===== config.mk =====
export PLATFORM = sky130hd
export DESIGN_NAME = usb_host_event_flags
export DESIGN_NICKNAME = d
export VERILOG_FILES = /design/src/common/usb_flag_pkg.sv /design/src/rtl/line_hold_timer.sv /design/src/rtl/usb_host_event_flags.sv
export SDC_FILE = /design/constraint.sdc
export NUM_CORES = 1
export LEC_CHECK = 0
export BUFFER_PORTS_ARGS = -buffer_cell sky130_fd_sc_hd__buf_2
export CAP_MARGIN = 40
export CORE_AREA = 2 2 99 101
export DETAILED_ROUTE_END_ITERATION = 10
export DIE_AREA = 0 0 101 103
export GPL_ROUTABILITY_DRIVEN = 1
export GPL_TIMING_DRIVEN = 0
export PLACE_DENSITY = 0.89
export SLEW_MARGIN = 20
export SYNTH_ARGS = -nofsm -noshare
export SYNTH_HDL_FRONTEND = slang
export SYNTH_SLANG_ARGS = --single-unit

===== constraint.sdc =====
create_clock -name clk_in -period 2.4 [get_ports clk_in]
set_clock_uncertainty 0.15 [all_clocks]
set_input_delay 0.12 -clock clk_in [delete_from_list [all_inputs] [get_ports clk_in]]
set_output_delay 0.12 -clock clk_in [all_outputs]
set_load 0.1 [all_outputs]

===== src/common/usb_flag_pkg.sv =====
// constants, types and register map of the host event flag block
// Function
// - stall handshake seen sets bit 7
// - non-SE0 without activity 2.5 us sets attach
// - K-state held 2.5 us sets resume
// - idle held 3 ms sets bit 4
// - token done sets bit 3, status stored
// - host frame count hits threshold sets bit 2
// - only enabled errors set bit 1
// - detach sets bit 0, once per reset
// - writing one clears, zero keeps flag
// - upper three bytes read zero, writes ignored
// - flags set by hardware only, reset zero
// - status holds endpoint, direction, bank bit
// - threshold counts 10 plus packet bytes
`default_nettype none
package usb_flag_pkg;

    // -------------------------------------------------------------
    // register map
    // -------------------------------------------------------------
    localparam logic [7:0] ADDR_FLAGS = 8'h00;
    localparam logic [7:0] ADDR_MASK = 8'h04;
    localparam logic [7:0] ADDR_STATUS = 8'h08;
    localparam logic [7:0] ADDR_ERR_EN = 8'h0C;
    localparam logic [7:0] ADDR_THRESH = 8'h10;
    localparam int ADDR_W = 8;
    localparam int REG_W = 8;
    localparam logic [REG_W-1:0] FLAGS_RESET = 8'h00;
    localparam logic [REG_W-1:0] THRESH_RESET = 8'h00;

    // -------------------------------------------------------------
    // flag bit positions
    // -------------------------------------------------------------
    localparam int BIT_STALL = 7;
    localparam int BIT_ATTACH = 6;
    localparam int BIT_RESUME = 5;
    localparam int BIT_IDLE = 4;
    localparam int BIT_TOKEN = 3;
    localparam int BIT_FRAME = 2;
    localparam int BIT_ERROR = 1;
    localparam int BIT_DETACH = 0;

    // -------------------------------------------------------------
    // timing
    // -------------------------------------------------------------
    localparam int CLK_FREQ_MHZ = 20;
    localparam int ATTACH_TIME_NS = 2500;
    localparam int RESUME_TIME_NS = 2500;
    localparam int IDLE_TIME_US = 3000;
    localparam int ATTACH_CYCLES = (ATTACH_TIME_NS * CLK_FREQ_MHZ + 999) / 1000;
    localparam int RESUME_CYCLES = (RESUME_TIME_NS * CLK_FREQ_MHZ + 999) / 1000;
    localparam int IDLE_CYCLES = IDLE_TIME_US * CLK_FREQ_MHZ;
    localparam int FRAME_BYTES = 1500;
    localparam logic [7:0] THRESH_OVERHEAD = 8'h0A;

    // -------------------------------------------------------------
    // carriers
    // -------------------------------------------------------------
    typedef struct packed {
        logic [3:0] last_endpoint_num;
        logic dir_tx;
        logic bank_odd_even;
    } token_info_s;

    typedef struct packed {
        logic dp;
        logic dm;
    } line_s;

endpackage
`default_nettype wire


===== src/rtl/line_hold_timer.sv =====
// counts how long a line condition has held and pulses once
`timescale 1ns/1ps
`default_nettype none
module line_hold_timer #(
    parameter int HOLD_CYCLES = 50
) (
    input wire logic clk_in,
    input wire logic rst_in,
    input wire logic cond_in,
    output logic hit_out
);
    localparam int CNT_W = $clog2(HOLD_CYCLES + 1);
    localparam logic [CNT_W-1:0] LIMIT = CNT_W'(HOLD_CYCLES);

    logic [CNT_W-1:0] count;

    generate
        if (HOLD_CYCLES < 1) begin : g_bad
            $error("hold count must be at least one");
        end
    endgenerate

    // -------------------------------------------------------------
    // hold counter, restarts whenever the condition breaks
    // -------------------------------------------------------------
    always_ff @(posedge clk_in) begin
        if (rst_in || !cond_in) begin
            count <= '0;
        end else if (count != LIMIT) begin
            count <= count + CNT_W'(1);
        end
    end

    // -------------------------------------------------------------
    // one pulse as the limit is reached
    // -------------------------------------------------------------
    always_ff @(posedge clk_in) begin
        if (rst_in) begin
            hit_out <= 1'b0;
        end else begin
            hit_out <= cond_in && (count == LIMIT - CNT_W'(1));
        end
    end
endmodule
`default_nettype wire


===== src/rtl/usb_host_event_flags.sv =====
// host event flag register with line-state detectors and apb slave
//
// Our own choices: the APB interface to the registers and the register addresses.
`timescale 1ns/1ps
`default_nettype none
module usb_host_event_flags
    import usb_flag_pkg::*;
#(
    parameter int IDLE_HOLD_CYCLES = IDLE_CYCLES,
    parameter int ERR_W = 8,
    parameter int FRAME_LEN = FRAME_BYTES
) (
    input wire logic clk_in,
    input wire logic rst_in,
    input wire logic psel_in,
    input wire logic penable_in,
    input wire logic pwrite_in,
    input wire logic [ADDR_W-1:0] paddr_in,
    input wire logic [31:0] pwdata_in,
    input wire logic [3:0] pstrb_in,
    output logic [31:0] prdata_out,
    output logic pready_out,
    output logic pslverr_out,
    input wire line_s line_in,
    input wire logic low_speed_in,
    input wire logic bus_activity_in,
    input wire logic host_mode_in,
    input wire logic bus_reset_in,
    input wire logic stall_hs_in,
    input wire logic token_done_in,
    input wire token_info_s token_info_in,
    input wire logic [ERR_W-1:0] error_events_in,
    input wire logic frame_start_in,
    input wire logic byte_tick_in,
    output logic irq_out
);
    localparam int FCNT_W = $clog2(FRAME_LEN + 1);

    generate
        if (ERR_W < 1 || ERR_W > REG_W || FRAME_LEN < 256) begin : g_bad
            $error("unsupported error width or frame length");
        end
    endgenerate

    logic [REG_W-1:0] flags;
    logic [REG_W-1:0] mask;
    logic [ERR_W-1:0] err_enable;
    logic [REG_W-1:0] threshold;
    token_info_s status;
    logic [REG_W-1:0] events;
    logic [FCNT_W-1:0] frame_left;
    logic detach_lock;
    logic reset_seen;
    logic se0;
    logic k_state;
    logic j_state;
    logic attach_hit;
    logic resume_hit;
    logic idle_hit;
    logic detach_hit;
    logic wr_acc;
    logic rd_acc;
    logic mapped;

    // -------------------------------------------------------------
    // address decode helper
    // -------------------------------------------------------------
    function automatic logic is_mapped(input logic [ADDR_W-1:0] a);
        if (a == ADDR_FLAGS) begin
            return 1'b1;
        end else if (a == ADDR_MASK) begin
            return 1'b1;
        end else if (a == ADDR_STATUS) begin
            return 1'b1;
        end else if (a == ADDR_ERR_EN) begin
            return 1'b1;
        end else if (a == ADDR_THRESH) begin
            return 1'b1;
        end else begin
            return 1'b0;
        end
    endfunction

    // -------------------------------------------------------------
    // line states
    // -------------------------------------------------------------
    assign se0 = !line_in.dp && !line_in.dm;
    // k is differential one at low speed, zero at full speed
    assign k_state = low_speed_in ? (line_in.dp && !line_in.dm)
                                  : (!line_in.dp && line_in.dm);
    assign j_state = low_speed_in ? (!line_in.dp && line_in.dm)
                                  : (line_in.dp && !line_in.dm);

    line_hold_timer #(.HOLD_CYCLES(ATTACH_CYCLES)) u_attach (
        .clk_in(clk_in),
        .rst_in(rst_in),
        .cond_in(!se0 && !bus_activity_in),
        .hit_out(attach_hit)
    );

    line_hold_timer #(.HOLD_CYCLES(RESUME_CYCLES)) u_resume (
        .clk_in(clk_in),
        .rst_in(rst_in),
        .cond_in(k_state),
        .hit_out(resume_hit)
    );

    line_hold_timer #(.HOLD_CYCLES(IDLE_HOLD_CYCLES)) u_idle (
        .clk_in(clk_in),
        .rst_in(rst_in),
        .cond_in(j_state && !bus_activity_in),
        .hit_out(idle_hit)
    );

    line_hold_timer #(.HOLD_CYCLES(ATTACH_CYCLES)) u_detach (
        .clk_in(clk_in),
        .rst_in(rst_in),
        .cond_in(se0),
        .hit_out(detach_hit)
    );

    // -------------------------------------------------------------
    // detach lock, released once bus reset has come and gone
    // -------------------------------------------------------------
    always_ff @(posedge clk_in) begin
        if (rst_in) begin
            detach_lock <= 1'b0;
            reset_seen <= 1'b0;
        end else if (detach_hit && !detach_lock) begin
            detach_lock <= 1'b1;
            reset_seen <= 1'b0;
        end else if (detach_lock && bus_reset_in) begin
            reset_seen <= 1'b1;
        end else if (detach_lock && reset_seen) begin
            detach_lock <= 1'b0;
            reset_seen <= 1'b0;
        end
    end

    // -------------------------------------------------------------
    // host frame byte counter
    // -------------------------------------------------------------
    always_ff @(posedge clk_in) begin
        if (rst_in) begin
            frame_left <= '0;
        end else if (frame_start_in) begin
            frame_left <= FCNT_W'(FRAME_LEN);
        end else if (byte_tick_in && frame_left != '0) begin
            frame_left <= frame_left - FCNT_W'(1);
        end
    end

    // -------------------------------------------------------------
    // event vector
    // -------------------------------------------------------------
    always_comb begin
        events = '0;
        events[BIT_STALL] = stall_hs_in;
        events[BIT_ATTACH] = attach_hit;
        events[BIT_RESUME] = resume_hit;
        events[BIT_IDLE] = idle_hit;
        events[BIT_TOKEN] = token_done_in;
        // threshold already holds 10 plus packet bytes
        events[BIT_FRAME] = host_mode_in && byte_tick_in
            && (frame_left == FCNT_W'(threshold));
        events[BIT_ERROR] = |(error_events_in & err_enable);
        events[BIT_DETACH] = detach_hit && !detach_lock;
    end

    // -------------------------------------------------------------
    // apb access
    // -------------------------------------------------------------
    assign mapped = is_mapped(paddr_in);
    assign wr_acc = psel_in && penable_in && pwrite_in && mapped;
    assign rd_acc = psel_in && penable_in && !pwrite_in && mapped;
    assign pready_out = 1'b1;
    assign pslverr_out = psel_in && penable_in && !mapped;

    // -------------------------------------------------------------
    // flag register: set wins over write-one clear
    // -------------------------------------------------------------
    always_ff @(posedge clk_in) begin
        if (rst_in) begin
            flags <= FLAGS_RESET;
        end else if (wr_acc && paddr_in == ADDR_FLAGS && pstrb_in[0]) begin
            // upper bits of the write are dropped
            flags <= (flags & ~pwdata_in[REG_W-1:0]) | events;
        end else begin
            flags <= flags | events;
        end
    end

    // -------------------------------------------------------------
    // software registers
    // -------------------------------------------------------------
    always_ff @(posedge clk_in) begin
        if (rst_in) begin
            mask <= '0;
            err_enable <= '0;
            threshold <= THRESH_RESET;
        end else if (wr_acc && pstrb_in[0]) begin
            if (paddr_in == ADDR_MASK) begin
                mask <= pwdata_in[REG_W-1:0];
            end else if (paddr_in == ADDR_ERR_EN) begin
                err_enable <= pwdata_in[ERR_W-1:0];
            end else if (paddr_in == ADDR_THRESH) begin
                threshold <= pwdata_in[REG_W-1:0];
            end
        end
    end

    // -------------------------------------------------------------
    // transfer status capture
    // -------------------------------------------------------------
    always_ff @(posedge clk_in) begin
        if (rst_in) begin
            status <= '0;
        end else if (token_done_in) begin
            status <= token_info_in;
        end
    end

    // -------------------------------------------------------------
    // read data
    // -------------------------------------------------------------
    always_ff @(posedge clk_in) begin
        if (rst_in) begin
            prdata_out <= '0;
        end else if (psel_in && !penable_in && !pwrite_in) begin
            if (paddr_in == ADDR_FLAGS) begin
                prdata_out <= {24'h000000, flags};
            end else if (paddr_in == ADDR_MASK) begin
                prdata_out <= {24'h000000, mask};
            end else if (paddr_in == ADDR_STATUS) begin
                prdata_out <= {24'h000000, status, 2'h0};
            end else if (paddr_in == ADDR_ERR_EN) begin
                prdata_out <= 32'(err_enable);
            end else if (paddr_in == ADDR_THRESH) begin
                prdata_out <= {24'h000000, threshold};
            end else begin
                prdata_out <= '0;
            end
        end
    end

    // -------------------------------------------------------------
    // interrupt line
    // -------------------------------------------------------------
    always_ff @(posedge clk_in) begin
        if (rst_in) begin
            irq_out <= 1'b0;
        end else begin
            irq_out <= |(flags & mask);
        end
    end

    logic unused_rd;
    assign unused_rd = rd_acc;
endmodule
`default_nettype wire


==> impl_metrics.ini, run 1 <==
[status]
outcome = finished, final reports clean

[yosys]
synth-main-ff-cell = dfxtp_1
syn_inst = 552
synth_fa_ha_area_share_pct = 3.332
ys_async_sr_fraction_pct = 0
synth-xor-area-share_pct = 6.101
yosysUniqueCellTypes = 57
synth_edf_count = 0
synth-seq-cells = 98
netlist_area_um2 = 4881
muxShareOfSynthArea_pct = 7.383
yosysWarnings = 0
synth_simple_gate_area_share_pct = 22.94
synth_top_family_by_area = simple AND/OR/NAND/NOR gates
syn_area_per_cell_um2 = 8.842
synth-seq-area-share_pct = 40.19
synth-compound-area-share_pct = 12.46

[setup_path]
slowest_stage = dlygate4sd3_1
cp-end-kind = register
r2r-start = err_enable[1]$_SDFFE_PP0P_
critPathMaxStageDelay_ns = 0.59
reg2reg_to = flags[1]$_SDFF_PP0_
cp-start-kind = primary input
critPathMostFrequentCell = dlygate4sd3_1
cp_max_fo = 1
cp_cell_sequence = dlygate4sd3_1 -> buf_2 -> a22oi_1 -> dlygate4sd3_1 -> nand2_1 -> dlygate4sd3_1 -> o31a_1
reg2reg_slack_ns = 0.10
worstPathRequired_ns = 2.51
critPathTopFamily = buffers and inverters
crit_type = in2reg
worstPathArrival_ns = 2.44
timing.critical_path.buf_inv = 4
ff2ff_path_depth = 5

[grt]
grt-ovfl-total = 0
grt_use_total_pct = 22.99
grt_pass1_wl_um = 19110
antenna_found_initial = 1
grt_max_degree = 18
grt_pass1_vias = 4250

[routing]
first_pass_iters = 5
via_per_inst = 5.624
ant_nets = 0
routed_wl_um = 12150
routedWlPerCell_um = 15.55
drc = 0
vias = 4392
first_iter_violations = 197

[placed_design]
globalplace.congestion = 0.8546
dp_cells = 742
io_buffers = 53
post-dp-hpwl_um = 8316

[sta]
fmax_mhz = 429.2
min_period_ns = 2.330
rsz0062_at_grt = no
worstMarginPinSlew_ns = 0.8448
timing.final.crit_share_pct = 97.09
fin_setup_tns_ns = 0
slew_headroom_pct = 43.26
hold_viol = 0
slew_viol_final = 0
setup_viol = 0

[hold_path]
hp-class = in2reg
worstHoldStart = byte_tick_in
hold_end = frame_left[1]$_SDFFE_PP0P_
hold_depth = 4

[power]
p_int_w = 0.002429
pwr-share-comb_pct = 14.2
power_frac_seq_pct = 49.7
cellPowerDensity_nw_per_um2 = 579.5
power_leakage_nw = 2.244
peakVddDrop_mv = 0.4633
switchingPower_w = 0.0009504
pwr-share-clk_pct = 36.1
fin_total_pwr_w = 0.003379
swShare_pct = 28.12

[clocking]
clk_pin_slew_ns = 0.10
cts.sinks = 98
postCtsSetupRepairBufs = 0
cts_made_buffers = 9
cts_tree = yes
cts_buffer_depth = 2
cts_root_buf = clkbuf_8
clk_latency_ns = 0.37
htree_levels = 3

[floorplanning]
core_um2 = 9459
die_h_um = 103
num_rows = 36
initial_core_util_pct = 51.60
io_pins = 108
dieArea_um2 = 10400
die_w_um = 101

[cells_and_area]
utilization_pct = 61.65
nets = 747
instances_no_fill = 781
drive_gt1_share_pct = 16.97
area_growth_pct = 19.48

[run]
cap_violations = 0
## sequential cells by signal (all words and copies together) (netlist names), 6 cells and up
signal / cells
err_enable: 8
flags: 8
frame_left: 11
mask: 8
prdata_out: 8
status: 6
threshold: 8
u_attach.count: 6
u_detach.count: 6
u_idle.count: 16
u_resume.count: 6
## tightest hold or removal path: stages
cell,delay [ns]
buf_2,0.13
inv_1,0.09
or3_1,0.11
a21oi_1,0.05
## timing repair
action	in CTS	in global routing
gates resized for setup	0	0
hold endpoints to repair	40	0
endpoints found under the setup margin	0	1
hold buffers	23	0
## logic make-up after synthesis
family	count (synthesis)
AND/OR/NAND/NOR	206
flip-flops	98
AO/OA/AOI/OAI	94
buffers and inverters	69
multiplexers	36
XOR/XNOR	34
adder cells (fa/ha/maj)	13
other	2
## layout by cell type (no fill, tap or decap), drive strengths merged, types with 3 or more instances in the layout
cell type	Yosys	final
a211oi	5	5
a21boi	8	8
a21oi	22	22
a22oi	8	8
a31oi	4	4
and3b	4	4
buf	28	81
clkbuf	18	28
conb	2	25
dfxtp	98	98
dlygate4sd3	0	22
ha	13	13
inv	23	26
mux2i	36	36
nand2	29	29
nand2b	7	7
nand3	15	15
nand4	7	7
nor2	79	79
nor2b	4	4
nor3	6	6
nor3b	10	10
nor4	9	9
nor4b	3	3
nor4bb	4	4
o21a	6	6
o21ai	22	22
o31ai	4	4
o32ai	5	5
or2	3	3
or3	13	13
or3b	3	3
or4	5	5
xnor2	20	20
xor2	14	14
## stage by stage
step                      area [µm²]  setup WS, ns  hold WS (ns)
after floorplan                 4970        0.3557       0.09391
after global placement          5378        0.2355        0.1903
after detailed placement        5378        0.1824        0.2001
after CTS                       5839        0.1925       0.03756
after global routing            5832       0.04893       0.05696
final                           5832       0.06986       0.04043
## per-layer routing
layer,GRT usage [%],vias to the layer above,wire [µm]
li1,-,2096,-
met5,0,-,0
met3,5.559,54,675
met2,41.44,180,6104
met1,25.27,2062,4800
met4,11.64,0,568
## how the worst max path moves through the flow
stage | start | end | slack (ns) | depth (start not counted)
4_1_cts | error_events_in[6] | flags[1]$_SDFF_PP0_ | 0.19 | 7
3_3_place_gp | paddr_in[0] | mask[1]$_SDFFE_PP0P_ | 0.24 | 6
6_report | error_events_in[6] | flags[1]$_SDFF_PP0_ | 0.07 | 7
3_5_place_dp | paddr_in[0] | mask[3]$_SDFFE_PP0P_ | 0.18 | 6
2_1_floorplan | frame_left[2]$_SDFFE_PP0P_ | frame_left[9]$_SDFFE_PP0P_ | 0.36 | 4
5_1_grt | error_events_in[6] | flags[1]$_SDFF_PP0_ | 0.05 | 7
## power groups by stage
stage               registers (W)  clock network [W]  logic (W)
global placement          0.00172                  0   0.000434
finish                    0.00168            0.00122   0.000478
global route              0.00168            0.00130   0.000509
detailed placement        0.00172                  0   0.000445
CTS                       0.00168            0.00123   0.000471
floorplan                 0.00171                  0   0.000355
## synth_stat cells (2+ instances only)
library cell | number | area [µm²]
nor4bb_1 | 4 | 40.04
clkbuf_1 | 17 | 63.81
a211oi_1 | 5 | 37.54
a221o_1 | 2 | 20.02
nor2b_1 | 4 | 25.02
dfxtp_1 | 98 | 1962
or2_2 | 2 | 12.51
nand2_1 | 29 | 108.9
mux2i_1 | 36 | 360.4
conb_1 | 2 | 7.510
xor2_1 | 14 | 122.6
ha_1 | 13 | 162.7
o22ai_1 | 2 | 12.51
or3_2 | 2 | 15.01
or4_1 | 3 | 22.52
nor2_1 | 79 | 296.5
nor4b_1 | 3 | 26.28
nand3_1 | 15 | 75.07
a22oi_1 | 8 | 60.06
o32ai_1 | 5 | 43.79
nor3b_1 | 10 | 75.07
o31a_1 | 2 | 17.52
xnor2_1 | 20 | 175.2
buf_4 | 25 | 187.7
nand2b_1 | 7 | 43.79
a21boi_0 | 8 | 60.06
a31oi_1 | 4 | 25.02
nor4_1 | 6 | 37.54
nor3_1 | 6 | 30.03
o21a_1 | 6 | 45.04
and3b_1 | 4 | 35.03
o31ai_1 | 4 | 30.03
or3b_2 | 3 | 26.28
nand4_1 | 7 | 43.79
o21ai_0 | 21 | 105.1
a21oi_1 | 22 | 110.1
nor4_4 | 3 | 63.81
or3_1 | 10 | 62.56
inv_1 | 23 | 86.33
## layout make-up
cell class              instances  area, µm²
clock inverters                 6      93.84
plain buffers                  46      276.5
repair buffers                 75      485.5
clock buffers                  10      137.6
inverters                      23      86.33
diodes                          1      2.502
multi-input cells             408       2645
flip-flops and latches         98       1962
fillers                       762       3627
well taps                     114      142.6
(Power assumes the default switching activity.)
==> inputs of run 2 (changes only) <==
--- a/config.mk
+++ b/config.mk
@@ -8,6 +8,7 @@
 export BUFFER_PORTS_ARGS = -buffer_cell sky130_fd_sc_hd__buf_2
 export CAP_MARGIN = 40
 export CORE_AREA = 2 2 99 101
+export CTS_CLUSTER_DIAMETER = 100
 export DETAILED_ROUTE_END_ITERATION = 10
 export DIE_AREA = 0 0 101 103
 export GPL_ROUTABILITY_DRIVEN = 1
==> constraint.sdc (replaced) <==
create_clock -name clk_in -period 2.2 [get_ports clk_in]
set_clock_uncertainty 0.15 [all_clocks]
set_input_delay 0.11 -clock clk_in [delete_from_list [all_inputs] [get_ports clk_in]]
set_output_delay 0.11 -clock clk_in [all_outputs]
set_load 0.1 [all_outputs]
==> run 2 against run 1 <==
Highest routed layer unchanged. Final cell count grew 0.26%. Core utilization grew 0.67 points. Die area is the same. Sequential power grew 9.5%. Sequential share of layout area shrank 0.24 points. Via count grew 0.57%.
==> impl_metrics.ini, run 2 (synthesis results as in run 1) <==
[power]
power_leakage_nw = 2.265
fin_total_pwr_w = 0.003716
peakVddDrop_mv = 0.5049
switchingPower_w = 0.001061
p_int_w = 0.002655
pwr-share-comb_pct = 14.2
power_frac_seq_pct = 49.4
swShare_pct = 28.55
cellPowerDensity_nw_per_um2 = 630.3
pwr-share-clk_pct = 36.4

[routing]
ant_nets = 0
routedWlPerCell_um = 15.65
first_pass_iters = 5
drc = 0
routed_wl_um = 12250
via_per_inst = 5.641
vias = 4417
first_iter_violations = 216

[grt]
grt_use_total_pct = 23.15
grt_pass1_vias = 4249
grt-ovfl-total = 0
antenna_found_initial = 0
grt_pass1_wl_um = 19180
grt_max_degree = 18

[floorplanning]
die_h_um = 103
initial_core_util_pct = 51.60
core_um2 = 9459
num_rows = 36
die_w_um = 101
io_pins = 108
dieArea_um2 = 10400

[cells_and_area]
top_register = u_idle.count
drive_gt1_share_pct = 18.09
nets = 750
largest_reg_flops = 16
instances_no_fill = 783
top_regs = u_idle.count x16, frame_left x11
fill_cells = 756
mostFrequentLayoutCell = dfxtp_1
area_growth_pct = 20.79
antenna_cells = 0
layout_common_cells = 94 x dfxtp_1, 78 x nor2_1, 54 x buf_2
design_area_um2 = 5896

[setup_path]
cp_cell_sequence = or4_4 -> or3_4 -> or4b_1 -> a21oi_1
r2r-start = frame_left[2]$_SDFFE_PP0P_
crit_type = reg2reg
critPathMaxStageDelay_ns = 0.57
worstPathArrival_ns = 2.29
slowest_stage = or4_4
cp_max_fo = 8
cp-end-kind = register
worstPathRequired_ns = 2.35
crit_start = frame_left[2]$_SDFFE_PP0P_
cp-start-kind = register

[sta]
slew_headroom_pct = 47.85
rsz0062_at_grt = no
setup_viol = 0
hold_viol = 0
slew_viol_final = 0
worstMarginPinSlew_ns = 0.7764
timing.final.crit_share_pct = 97.13
fmax_mhz = 468.0
min_period_ns = 2.137

[hold_path]
hp-class = in2reg
worstHoldStart = byte_tick_in

[clocking]
cts.sinks = 98
cts_root_buf = clkbuf_8
cts_made_buffers = 9
cts_buffer_depth = 2
clk_latency_ns = 0.38
clk_pin_slew_ns = 0.10
htree_levels = 3
cts_tree = yes

[placed_design]
dp_cells = 742
globalplace.congestion = 0.8546
placed_cell_area_um2 = 5378
post-dp-hpwl_um = 8316
io_buffers = 53

[status]
outcome = finished, final reports clean

[run]
cap_violations = 0
run 2: cell count changes in the layout (fill, tap and decap cells not counted), sizes merged:
cell | before | now
dlygate4sd3 | 22 | 25
diode | 1 | 0
run 2: final timing paths:
check,endpoint,slack (ns),cells past startpoint
hold reg to reg,flags[4]$_SDFF_PP0_,0.29,1
setup / recovery,frame_left[9]$_SDFFE_PP0P_,0.06,4
hold / removal,frame_left[0]$_SDFFE_PP0P_,0.03,4
setup reg to reg,frame_left[9]$_SDFFE_PP0P_,0.06,4
run 2: repair_timing:
item,CTS,global route
hold buffers,25,0
buffers inserted,0,0
gates resized for setup,0,11
setup endpoints to repair,0,5
endpoints found under the hold margin,43,0
run 2: per-stage QoR:
stage	setup TNS (ns)	utilization (%)	hold slack (ns)	worst slack, ns
finish	0	62.33	0.02967	0.06322
global route	0	62.33	0.04299	0.002235
CTS	0	61.94	0.02756	0.03365
detailed placement	-0.007575	56.85	0.1901	-0.007575
global placement	0	56.85	0.1803	0.04546
floorplan	0	-	0.08391	0.1557
run 2: power by group through the flow:
stage	clock, W	combinational (W)	sequential (W)
finish	0.00135	0.000529	0.00184
global route	0.00142	0.000562	0.00184
CTS	0.00135	0.000517	0.00183
detailed placement	0	0.000485	0.00187
global placement	0	0.000474	0.00187
floorplan	0	0.000387	0.00186
run 2: worst max-delay path: cells and delay by family, from the launching register on:
| family | cells | cell delay [ns] |
|---|---|---|
| AO/OA/AOI/OAI | 1 | 0.14 |
| AND/OR/NAND/NOR | 3 | 1.42 |
| flip-flops | 1 | 0.38 |
run 2: cell type report:
type                       count  area [µm²]  area share [%]
timing repair buffer          78       515.5           8.744
clock inverter                 6       93.84           1.592
inverter                      23       86.33           1.464
buffer                        46       277.8           4.711
multi-input combinational    408        2673           45.33
sequential                    98        1969           33.40
clock buffer                  10       137.6           2.334
tap                          114       142.6           2.419
run 2: metal layers:
| metal | wire length (µm) | track usage (%) | share of wire, % |
|---|---|---|---|
| met3 | 824 | 5.424 | 6.7 |
| met2 | 6156 | 42.62 | 50 |
| met1 | 4839 | 25.24 | 39 |
| met5 | 0 | 0 | 0 |
| met4 | 431 | 10.71 | 3.5 |
